**src/tws_pkg.sv**
```systemverilog
// tws_pkg: register map, field positions, reset values and command codes
// of the two-wire slave control and status block.
// assumes an 8-bit register port addressed by register offset.
package tws_pkg;

  // register offsets
  localparam logic [7:0] SLAVE_CONTROL_A_OFS = 8'h09;
  localparam logic [7:0] SLAVE_CONTROL_B_OFS = 8'h0a;
  localparam logic [7:0] SLAVE_STATUS_OFS    = 8'h0b;
  localparam logic [7:0] OWN_ADDRESS_OFS     = 8'h0c;
  localparam logic [7:0] SHIFT_DATA_OFS      = 8'h0d;

  // reset values
  localparam logic [7:0] SLAVE_CONTROL_A_RST = 8'h00;
  localparam logic [7:0] OWN_ADDRESS_RST     = 8'h00;
  localparam logic [7:0] SHIFT_DATA_RST      = 8'h00;

  // slave control a fields
  localparam int CA_DATA_IRQ_EN  = 7;
  localparam int CA_ADDR_STOP_EN = 6;
  localparam int CA_STOP_FLAG_EN = 5;
  localparam int CA_PROMISCUOUS  = 2;
  localparam int CA_SMART_MODE   = 1;
  localparam int CA_ENABLE       = 0;

  // slave control b fields
  localparam int CB_ACK_ACTION = 2;

  // slave status fields
  localparam int ST_DATA_FLAG   = 7;
  localparam int ST_ADDR_STOP   = 6;
  localparam int ST_CLOCK_HOLD  = 5;
  localparam int ST_RX_ACK      = 4;
  localparam int ST_COLLISION   = 3;
  localparam int ST_BUS_ERROR   = 2;
  localparam int ST_DIRECTION   = 1;
  localparam int ST_CAUSE       = 0;

  // command codes
  localparam logic [1:0] NO_ACTION_CODE            = 2'h0;
  localparam logic [1:0] RESERVED_CODE             = 2'h1;
  localparam logic [1:0] COMPLETE_TRANSACTION_CODE = 2'h2;
  localparam logic [1:0] RESPONSE_CODE             = 2'h3;

  // bits in a byte on the wire
  localparam logic [3:0] BITS_PER_BYTE = 4'h8;

  typedef enum logic [3:0] {
    TWS_IDLE, TWS_ADDR, TWS_HOLD, TWS_ACK, TWS_RX, TWS_TX, TWS_RACK,
    TWS_WAIT
  } tws_state_t;

  typedef enum logic [1:0] {TWS_NXT_RX, TWS_NXT_WAIT, TWS_NXT_DATA}
    tws_next_t;

endpackage : tws_pkg

```
**src/tws_slave.sv**
```systemverilog
// tws_slave: two-wire slave byte engine with control a, control b, status,
// own address and shift data registers behind a plain register port.
// assumes SCL and SDA pins sampled on CORE_CLK at least 4x the SCL rate,
// and a register master that keeps strobes one cycle long.
`timescale 1ns/1ps
module tws_slave
  import tws_pkg::*;
(
  // clock and reset
  input  wire logic       CORE_CLK,
  input  wire logic       RST,
  // register port
  input  wire logic [7:0] REG_ADDR,
  input  wire logic [7:0] REG_WDATA,
  input  wire logic       REG_WR,
  input  wire logic       REG_RD,
  output logic      [7:0] REG_RDATA,
  // processor global interrupt enable
  input  wire logic       GLOBAL_IRQ_EN,
  // interrupt requests
  output logic            DATA_IRQ,
  output logic            ADDR_STOP_IRQ,
  // two-wire pins
  input  wire logic       SCL_IN,
  output logic            SCL_OUT,
  output logic            SCL_OE,
  input  wire logic       SDA_IN,
  output logic            SDA_OUT,
  output logic            SDA_OE
);

  logic [7:0] ctrl_a_q;
  logic       ack_action_q;
  logic [7:0] own_addr_q;
  logic       data_flag_q;
  logic       addr_stop_flag_q;
  logic       collision_flag_q;
  logic       received_ack_q;
  logic       direction_q;
  logic       cause_q;
  logic       scl_s1_q, scl_s2_q, scl_s3_q;
  logic       sda_s1_q, sda_s2_q, sda_s3_q;
  tws_state_t st_q, st_d;
  tws_next_t  nxt_q, nxt_d;
  logic       kind_data_q, kind_data_d;
  logic [3:0] cnt_q, cnt_d;
  logic [7:0] shift_q, shift_d;
  logic       ackbit_q, ackbit_d;
  logic       addressed_q, addressed_d;
  logic       sda_oe_q, sda_oe_d;
  logic       scl_oe_q;
  logic [7:0] rdata_q;
  logic       data_irq_q, as_irq_q;

  logic       enable, smart, stop_flag_enable;
  logic       scl_rise, scl_fall, start_det, stop_det;
  logic       wr_a, wr_b, wr_st, wr_own, wr_data, rd_data;
  logic       holding, cmd_valid, data_acc, act, clr_ev, ack_val;
  logic [1:0] code;
  logic [7:0] tx_byte;
  logic       addr_match;
  logic       ev_addr, ev_stop, ev_data, ev_collision_flag, ev_nack_collision_flag, ev_received_ack;

  assign enable = ctrl_a_q[CA_ENABLE];
  assign smart  = ctrl_a_q[CA_SMART_MODE];
  assign stop_flag_enable   = ctrl_a_q[CA_STOP_FLAG_EN];

  // pin synchronisers; stage 3 is the previous value for edge finding
  always_ff @(posedge CORE_CLK)
  begin
    if (RST)
    begin
      scl_s1_q <= 1'b1;
      scl_s2_q <= 1'b1;
      scl_s3_q <= 1'b1;
      sda_s1_q <= 1'b1;
      sda_s2_q <= 1'b1;
      sda_s3_q <= 1'b1;
    end
    else
    begin
      scl_s1_q <= SCL_IN;
      scl_s2_q <= scl_s1_q;
      scl_s3_q <= scl_s2_q;
      sda_s1_q <= SDA_IN;
      sda_s2_q <= sda_s1_q;
      sda_s3_q <= sda_s2_q;
    end
  end

  assign scl_rise  = scl_s2_q & ~scl_s3_q;
  assign scl_fall  = ~scl_s2_q & scl_s3_q;
  assign start_det = scl_s2_q & scl_s3_q & sda_s3_q & ~sda_s2_q;
  assign stop_det  = scl_s2_q & scl_s3_q & ~sda_s3_q & sda_s2_q;

  // register port decode
  assign wr_a    = REG_WR && REG_ADDR == SLAVE_CONTROL_A_OFS;
  assign wr_b    = REG_WR && REG_ADDR == SLAVE_CONTROL_B_OFS;
  assign wr_st   = REG_WR && REG_ADDR == SLAVE_STATUS_OFS;
  assign wr_own  = REG_WR && REG_ADDR == OWN_ADDRESS_OFS;
  assign wr_data = REG_WR && REG_ADDR == SHIFT_DATA_OFS;
  assign rd_data = REG_RD && REG_ADDR == SHIFT_DATA_OFS;

  assign holding   = st_q == TWS_HOLD;
  assign cmd_valid = wr_b && REG_WDATA[1];
  assign data_acc  = wr_data || rd_data;
  assign act       = holding && (cmd_valid || (smart && data_acc));
  assign clr_ev    = cmd_valid || (smart && data_acc);
  assign code      = cmd_valid ? REG_WDATA[1:0] : RESPONSE_CODE;
  assign ack_val   = wr_b ? REG_WDATA[CB_ACK_ACTION] : ack_action_q;
  assign tx_byte   = wr_data ? REG_WDATA : shift_q;
  assign addr_match = ctrl_a_q[CA_PROMISCUOUS]
    || shift_q[7:1] == own_addr_q[7:1]
    || (own_addr_q[0] && shift_q == 8'h00);

  // byte engine
  always_comb
  begin
    st_d         = st_q;
    nxt_d        = nxt_q;
    kind_data_d  = kind_data_q;
    cnt_d        = cnt_q;
    shift_d      = shift_q;
    ackbit_d     = ackbit_q;
    addressed_d  = addressed_q;
    sda_oe_d     = sda_oe_q;
    ev_addr      = 1'b0;
    ev_stop      = 1'b0;
    ev_data      = 1'b0;
    ev_collision_flag      = 1'b0;
    ev_nack_collision_flag = 1'b0;
    ev_received_ack     = 1'b0;
    if (holding && wr_data)
      shift_d = REG_WDATA;
    if (!enable)
    begin
      st_d        = TWS_IDLE;
      sda_oe_d    = 1'b0;
      addressed_d = 1'b0;
    end
    else if (start_det)
    begin
      st_d     = TWS_ADDR;
      cnt_d    = 4'h0;
      sda_oe_d = 1'b0;
    end
    else if (stop_det)
    begin
      ev_stop     = addressed_q && stop_flag_enable;
      addressed_d = 1'b0;
      st_d        = TWS_IDLE;
      sda_oe_d    = 1'b0;
    end
    else
    begin
      case (st_q)
        TWS_ADDR:
        begin
          if (scl_rise)
          begin
            shift_d = {shift_q[6:0], sda_s2_q};
            cnt_d   = cnt_q + 4'h1;
          end
          else if (scl_fall && cnt_q == BITS_PER_BYTE)
          begin
            if (addr_match)
            begin
              ev_addr     = 1'b1;
              addressed_d = 1'b1;
              kind_data_d = 1'b0;
              st_d        = TWS_HOLD;
            end
            else
              st_d = TWS_IDLE;
          end
        end
        TWS_HOLD:
        begin
          if (act && code == COMPLETE_TRANSACTION_CODE)
          begin
            if (!direction_q)
            begin
              st_d     = TWS_ACK;
              nxt_d    = TWS_NXT_WAIT;
              ackbit_d = ack_val;
              sda_oe_d = ~ack_val;
            end
            else
              st_d = TWS_WAIT;
          end
          else if (act && code == RESPONSE_CODE)
          begin
            if (direction_q && kind_data_q)
            begin
              st_d     = TWS_TX;
              cnt_d    = 4'h0;
              shift_d  = tx_byte;
              sda_oe_d = ~tx_byte[7];
            end
            else
            begin
              st_d     = TWS_ACK;
              nxt_d    = direction_q ? TWS_NXT_DATA : TWS_NXT_RX;
              ackbit_d = ack_val;
              sda_oe_d = ~ack_val;
            end
          end
          // release only once neither the data flag nor the address/stop flag is left pending
          else if (wr_st && (REG_WDATA[ST_DATA_FLAG] || !data_flag_q) &&
                   (REG_WDATA[ST_ADDR_STOP] || !addr_stop_flag_q))
            st_d = TWS_WAIT;
        end
        TWS_ACK:
        begin
          if (scl_rise && ackbit_q && !sda_s2_q)
          begin
            ev_collision_flag      = 1'b1;
            ev_nack_collision_flag = 1'b1;
          end
          else if (scl_fall)
          begin
            sda_oe_d = 1'b0;
            cnt_d    = 4'h0;
            case (nxt_q)
              TWS_NXT_RX:   st_d = TWS_RX;
              TWS_NXT_DATA:
              begin
                ev_data     = 1'b1;
                kind_data_d = 1'b1;
                st_d        = TWS_HOLD;
              end
              default:      st_d = TWS_WAIT;
            endcase
          end
        end
        TWS_RX:
        begin
          if (scl_rise)
          begin
            shift_d = {shift_q[6:0], sda_s2_q};
            cnt_d   = cnt_q + 4'h1;
          end
          else if (scl_fall && cnt_q == BITS_PER_BYTE)
          begin
            ev_data     = 1'b1;
            kind_data_d = 1'b1;
            st_d        = TWS_HOLD;
          end
        end
        TWS_TX:
        begin
          if (scl_rise)
          begin
            ev_collision_flag = shift_q[7] && !sda_s2_q;
            cnt_d   = cnt_q + 4'h1;
          end
          else if (scl_fall)
          begin
            shift_d = {shift_q[6:0], 1'b0};
            if (cnt_q == BITS_PER_BYTE)
            begin
              st_d     = TWS_RACK;
              sda_oe_d = 1'b0;
            end
            else
              sda_oe_d = ~shift_q[6];
          end
        end
        TWS_RACK:
        begin
          if (scl_rise)
            ev_received_ack = 1'b1;
          else if (scl_fall)
          begin
            ev_data     = 1'b1;
            kind_data_d = 1'b1;
            st_d        = TWS_HOLD;
          end
        end
        TWS_IDLE, TWS_WAIT: st_d = st_q;
        default:            st_d = TWS_IDLE;
      endcase
    end
    if (collision_flag_q || ev_collision_flag)
      sda_oe_d = 1'b0;
  end

  always_ff @(posedge CORE_CLK)
  begin
    if (RST)
    begin
      st_q        <= TWS_IDLE;
      nxt_q       <= TWS_NXT_WAIT;
      kind_data_q <= 1'b0;
      cnt_q       <= 4'h0;
      shift_q     <= SHIFT_DATA_RST;
      ackbit_q    <= 1'b0;
      addressed_q <= 1'b0;
      sda_oe_q    <= 1'b0;
      scl_oe_q    <= 1'b0;
    end
    else
    begin
      st_q        <= st_d;
      nxt_q       <= nxt_d;
      kind_data_q <= kind_data_d;
      cnt_q       <= cnt_d;
      shift_q     <= shift_d;
      ackbit_q    <= ackbit_d;
      addressed_q <= addressed_d;
      sda_oe_q    <= sda_oe_d;
      scl_oe_q    <= st_d == TWS_HOLD;
    end
  end

  // control registers
  always_ff @(posedge CORE_CLK)
  begin
    if (RST)
    begin
      ctrl_a_q     <= SLAVE_CONTROL_A_RST;
      ack_action_q <= 1'b0;
      own_addr_q   <= OWN_ADDRESS_RST;
    end
    else
    begin
      if (wr_a)
        ctrl_a_q <= REG_WDATA & 8'he7;
      if (wr_b)
        ack_action_q <= REG_WDATA[CB_ACK_ACTION];
      if (wr_own)
        own_addr_q <= REG_WDATA;
    end
  end

  // status flags; a hardware set wins over any clear in the same cycle
  always_ff @(posedge CORE_CLK)
  begin
    if (RST)
    begin
      data_flag_q      <= 1'b0;
      addr_stop_flag_q <= 1'b0;
      collision_flag_q <= 1'b0;
      received_ack_q   <= 1'b0;
      direction_q      <= 1'b0;
      cause_q          <= 1'b0;
    end
    else
    begin
      if (ev_data)
        data_flag_q <= 1'b1;
      else if (clr_ev || (wr_st && REG_WDATA[ST_DATA_FLAG]))
        data_flag_q <= 1'b0;
      if (ev_addr || ev_stop || ev_nack_collision_flag)
        addr_stop_flag_q <= 1'b1;
      else if (clr_ev || (wr_st && REG_WDATA[ST_ADDR_STOP]))
        addr_stop_flag_q <= 1'b0;
      if (ev_collision_flag)
        collision_flag_q <= 1'b1;
      else if ((enable && start_det) ||
               (wr_st && REG_WDATA[ST_COLLISION]))
        collision_flag_q <= 1'b0;
      if (ev_received_ack)
        received_ack_q <= sda_s2_q;
      if (ev_addr)
      begin
        direction_q <= shift_q[0];
        cause_q     <= 1'b1;
      end
      else if (ev_stop)
        cause_q <= 1'b0;
    end
  end

  // interrupt requests and read data
  always_ff @(posedge CORE_CLK)
  begin
    if (RST)
    begin
      data_irq_q <= 1'b0;
      as_irq_q   <= 1'b0;
      rdata_q    <= 8'h00;
    end
    else
    begin
      data_irq_q <= ctrl_a_q[CA_DATA_IRQ_EN] && data_flag_q &&
                    GLOBAL_IRQ_EN;
      as_irq_q   <= ctrl_a_q[CA_ADDR_STOP_EN] && addr_stop_flag_q &&
                    stop_flag_enable && GLOBAL_IRQ_EN;
      if (REG_RD)
      begin
        case (REG_ADDR)
          SLAVE_CONTROL_A_OFS: rdata_q <= ctrl_a_q;
          SLAVE_CONTROL_B_OFS: rdata_q <= {5'h00, ack_action_q, 2'h0};
          SLAVE_STATUS_OFS:    rdata_q <= {data_flag_q, addr_stop_flag_q,
            holding, received_ack_q, collision_flag_q, 1'b0,
            direction_q, cause_q};
          OWN_ADDRESS_OFS:     rdata_q <= own_addr_q;
          SHIFT_DATA_OFS:      rdata_q <= shift_q;
          default:             rdata_q <= 8'h00;
        endcase
      end
      else
        rdata_q <= 8'h00;
    end
  end

  assign REG_RDATA     = rdata_q;
  assign DATA_IRQ      = data_irq_q;
  assign ADDR_STOP_IRQ = as_irq_q;
  assign SCL_OUT       = 1'b0;
  assign SCL_OE        = scl_oe_q;
  assign SDA_OUT       = 1'b0;
  assign SDA_OE        = sda_oe_q;
endmodule : tws_slave

```
**config.mk**
```make
export PLATFORM = sky130hd
export DESIGN_NAME = tws_slave
export DESIGN_NICKNAME = d
export VERILOG_FILES = /design/src/tws_pkg.sv /design/src/tws_slave.sv
export SDC_FILE = /design/constraint.sdc
export NUM_CORES = 1
export LEC_CHECK = 0
export BUFFER_PORTS_ARGS = -buffer_cell sky130_fd_sc_hd__clkbuf_2
export CAP_MARGIN = 20
export CORE_ASPECT_RATIO = 0.9
export CORE_MARGIN = 1
export CORE_UTILIZATION = 35
export DETAILED_ROUTE_END_ITERATION = 12
export GPL_TIMING_DRIVEN = 1
export SLEW_MARGIN = 20
export SYNTH_ARGS = -nofsm -noshare
export SYNTH_HDL_FRONTEND = slang
export SYNTH_SLANG_ARGS = --single-unit
export TNS_END_PERCENT = 50
```
**constraint.sdc**
```tcl
create_clock -name CORE_CLK -period 5.3 [get_ports CORE_CLK]
set_clock_uncertainty 0.2 [all_clocks]
set_input_delay 1.06 -clock CORE_CLK [delete_from_list [all_inputs] [get_ports CORE_CLK]]
set_output_delay 1.06 -clock CORE_CLK [all_outputs]
set_load 0.02 [all_outputs]
```
-- Yosys cells after proc, flatten, opt, wreduce, memory -nomap -nowiden
Index checks and enable logic that the tools add are counted.
W data, S select, Z words.
- register bits: 60
- input bits: 23
- output and inout port bits: 14
- add/sub/neg operators: 1
- equal/unequal tests: 43
- muxes and demuxes: 125
- bitwise operators: 18
- reductions and logical operators: 70
- operator list (operator ; number):
    $mux W4 ; 25
    $mux W8 ; 11
    $mux W1 ; 71
    $eq A8 B4 Y1 const B ; 5
    $pmux W8 S5 ; 1
    $logic_and A1 B1 Y1 ; 30
    $ne A2 B2 Y1 const B ; 15
    $pmux W4 S7 ; 1
    $pmux W8 S3 ; 1
    $eq A4 B3 Y1 const B ; 4
    $reduce_bool A2 Y1 ; 8
    $mux W2 ; 7
    $reduce_and A14 Y1 ; 1
    $reduce_and A7 Y1 ; 2
    $eq A4 B2 Y1 const B ; 3
    $logic_or A1 B1 Y1 ; 12
    $ne A3 B3 Y1 const B ; 4
    $pmux W4 S3 ; 1
    $not A1 Y1 ; 11
    $reduce_and A9 Y1 ; 1
    $logic_not A8 Y1 ; 1
    $ne A8 B8 Y1 const B ; 1
    $reduce_bool A4 Y1 ; 2
    $reduce_or A2 Y1 ; 4
    other kinds (21) ; 35

-- Longest topological paths before layout
- word-level depth: 14
- gate-level depth with buffers: 8
- depth with buffers taken out: 8

-- Worst setup path after synthesis
OpenSTA, ideal clock, no wires.
- path kind: input -> register
- from: input REG_ADDR[5]
- to: register shift_q[2]
- setup time: 0.127 ns
- data arrival time: 2.577 ns
- data required time: 4.973 ns
- setup slack: 2.396 ns
- cell stages on the path: 6
- path buffers: 1
- path through: or3b_4 -> or3_1 -> and3_1 -> buf_6 -> a2111oi_2 -> nor3_2
- cells in the longest elaborated chain, start to end: 13
- elaborated cells between the ends (all ways): 28
- those cells by class: 5 x eq/ne; 12 x mux; 11 x reduce/logical
- RTL lines (what ; line ; text):
    from (decl) ; tws_slave.sv:13 ; input wire logic [7:0] REG_ADDR,
    parallel branches: the longest is 13 deep, another holds $eq A8 B4 Y1 ; -- ;
    to (signal assigned) ; tws_slave.sv:308 ; shift_q <= shift_d;
    to (decl) ; tws_slave.sv:47 ; logic [7:0] shift_q, shift_d;
Parallel ways; which one is timed is not known.
A chain may end at the register's enable or synchronous reset.

-- Final worst setup path
- from: input REG_WR
- to: register shift_q[4]
- cells in the longest elaborated chain, start to end: 12
- elaborated cells between the ends (all ways): 25
- those cells by class: 3 x eq/ne; 12 x mux; 10 x reduce/logical
- RTL lines (what ; line ; text):
    from (decl) ; tws_slave.sv:15 ; input wire logic REG_WR,
    parallel branches: the longest is 12 deep, another holds $mux W8 ; -- ;
Parallel ways; which one is timed is not known.

==> results.yml <==
logic_synthesis:
  ys_seq_area_share_pct: 34.9
  synth_top_cell_by_area: "dfxtp_1"
  synth_warnings: 0
  synth_top_flop_cell: "dfxtp_1"
  ys_async_sr_fraction_pct: 0
  synth.top_cell.area_share_pct: 34.9
  synth_common_cells: "dfxtp_1 (60), a21oi_1 (43), nand2_1 (33)"
  synth.most_common_cell: "dfxtp_1"
  synth_edf_count: 0
  avgSynthCellArea_um2: 8.23
  ys_ff_latch: 60
  synth.distinct_cells: 67
  synth_area_leaders: "dfxtp_1 (35%), a21oi_1 (6.3%), nand3_1 (4.2%)"
  syn-instance-count: 418
  synth.cell_area_um2: 3440
global_route:
  grt_pass1_wl_um: 16100
  grt_pass1_vias: 3078
  grtUsageTotal_pct: 20.5
  antenna_found_initial: 0
  overflow: 0
  grt_max_degree: 34
clocking:
  clock-sinks: 60
  hold_buffers: 0
  cts_buffers: 9
  cts_max_path_buffers: 2
  post_cts_resized: 0
  clkLatencyLatePin_ns: 0.34
  cts_root_buf: "clkbuf_8"
  cts_tree: "built"
  path_clk_slew_ns: 0.07
  h-tree-depth: 3
  cts_setup_buffers: 0
power_and_ir_drop:
  p_clk_share_pct: 45.5
  p_sw_share_pct: 23.3
  p_leak_nw: 1.31
  p_int_w: 0.000711
  p_seq_share_pct: 49.4
  power_density_nw_per_um2: 240
  power_switching_w: 0.000216
  vdd_drop_max_v: 0.000122
  p_comb_share_pct: 5.1
layout:
  drive_gt1_share_pct: 17.2
  nFillCells: 994
  finalNetCount: 467
  multi_input_area_um2: 2070
  syn_to_final_growth_pct: 12.2
  n_antenna_cell: 0
  stdcell_count: 569
  final_area_um2: 3860
  seqCellArea_um2: 1200
timing:
  max_freq_mhz: 327
  rsz0062_at_grt: "false"
  relSlewSlack_pct: 48.2
  hold_viol_final: 0
  fin_crit_ns: 3.06
  slew_violations: 0
  setup-tns-final_ns: 0
  worstMarginPinSlew_ns: 0.768
  fin_crit_sh_pct: 57.7
  finalSetupViolations: 0
worst_setup_path:
  path_buf_inv: 1
  cp-start-kind: "primary input"
  slowest_stage: "o32a_1"
  required_ns: 5.35
  worstSetupPathType: "primary input to flop"
  worstPathMaxFanout: 22
  critPathMaxStageDelay_ns: 0.42
  end_kind: "flop"
  cp.arrival_ns: 3.11
  crit_family: "simple AND/OR/NAND/NOR gates"
  cp_cell_sequence: "clkbuf_2 > nand3b_4 > o32a_1 > nor3_2 > and3_1 > o22ai_1 > a221oi_1"
routing:
  detail_route.vias_per_cell: 5.85
  top_layer: "met4"
  route.met2.wl_um: 4360
  wl_um: 9920
  wl_met3_um: 762
  ant_nets: 0
  wl_met1_um: 4590
  detail_route.wl_per_cell_um: 17.4
  initialDrtViolationCount: 269
  via_count: 3329
  dr.pass1.iters: 5
  route.detailed.drc: 0
place:
  dpl.cell_count: 553
  postPlaceCellArea_um2: 3650
  io_buffers: 34
  dp_hpwl_um: 7170
  gp_congestion: 0.872
worst_hold_path:
  hp-class: "flop to flop"
floorplan:
  num_io_pins: 37
  die_x_um: 106
  die_h_um: 96.0
  die_area_um2: 10200
  initial_core_util_pct: 36.8
  fp-row-count: 33
  core_um2: 9330
flow_run:
  maxCapViolCount: 0
outcome:
  outcome: "complete, no violations"
==> worst register-to-register path, stage by stage, from the launching register on <==
cell and delay (ns):
dfxtp_1 0.65, or4b_4 0.57, nor4_4 0.62, mux2i_1 0.27, a21oi_1 0.06, a311oi_1 0.27, a221oi_1 0.11
==> power groups by stage <==
stage | registers (W) | clock network (W) | logic, W
finish | 0.000458 | 0.000422 | 0.0000476
CTS | 0.000458 | 0.000431 | 0.0000469
floorplan | 0.000465 | 0 | 0.0000307
global route | 0.000458 | 0.000450 | 0.0000515
detailed placement | 0.000468 | 0 | 0.0000466
global placement | 0.000468 | 0 | 0.0000461
==> flip-flops by register name, indices dropped and copies added (netlist names), 2 cells and up <==
| register | flops |
|---|---|
| own_addr_q | 8 |
| nxt_q | 2 |
| REG_RDATA | 8 |
| st_q | 4 |
| cnt_q | 4 |
| shift_q | 8 |
| ctrl_a_q | 6 |
==> layout by cell type, fill, tap and decap left out, types with 8 or more instances in the layout <==
cell	count
clkbuf_2	34
nand4b_1	8
o21ai_0	16
a21oi_1	43
nand2_1	33
inv_1	9
nand3_1	29
dfxtp_1	60
nor2b_1	11
nor2_1	29
a22oi_1	14
and3_1	8
nor3_1	13
nand2b_1	9
clkbuf_8	11
==> path summary, 6_finish.rpt <==
check | start | to | slack (ns) | depth (start not counted)
max | REG_WR | shift_q[4] | 2.24 | 7
min | sda_s1_q | sda_s2_q | 0.21 | 1
max reg2reg | st_q[1] | shift_q[4] | 2.42 | 6
min reg2reg | sda_s1_q | sda_s2_q | 0.21 | 1
==> stage by stage <==
stage / setup slack (ns) / util, % / total power (W) / hold slack [ns]
final: 2.24 / 41.3 / 0.000927 / 0.211
after global routing: 2.14 / 41.3 / 0.000959 / 0.224
after CTS: 2.28 / 41.3 / 0.000936 / 0.216
after detailed placement: 1.91 / 39.2 / 0.000515 / 0.198
after global placement: 2.01 / 39.2 / 0.000514 / 0.192
after floorplan: 2.40 / - / 0.000496 / 0.189
==> cell families after synthesis <==
family	count (synthesis)	synth area share, %
adders and majority gates	2	0.728
xor gates and xnor gates	9	2.29
DFF	60	34.9
and+or+nand+nor	184	31.7
muxes	9	2.69
AOI/OAI and AO/OA	118	22.6
other	1	0.109
buffers and inverters	35	4.95
==> cell type report <==
class	instances	share of cell area, %
Sequential cell	60	31.1
Timing Repair Buffer	37	5.00
Tap cell	122	3.96
Inverter	9	0.876
Multi-Input combinational cell	325	53.8
Clock buffer	12	4.02
Clock inverter	4	1.23
==> layer usage <==
metal	global-route usage, %	vias up
met5	0	-
met4	7.99	0
met3	4.60	21
met2	32.6	149
met1	27.1	1566
li1	-	1593
Note: power is estimated with default switching activity, not from simulation.
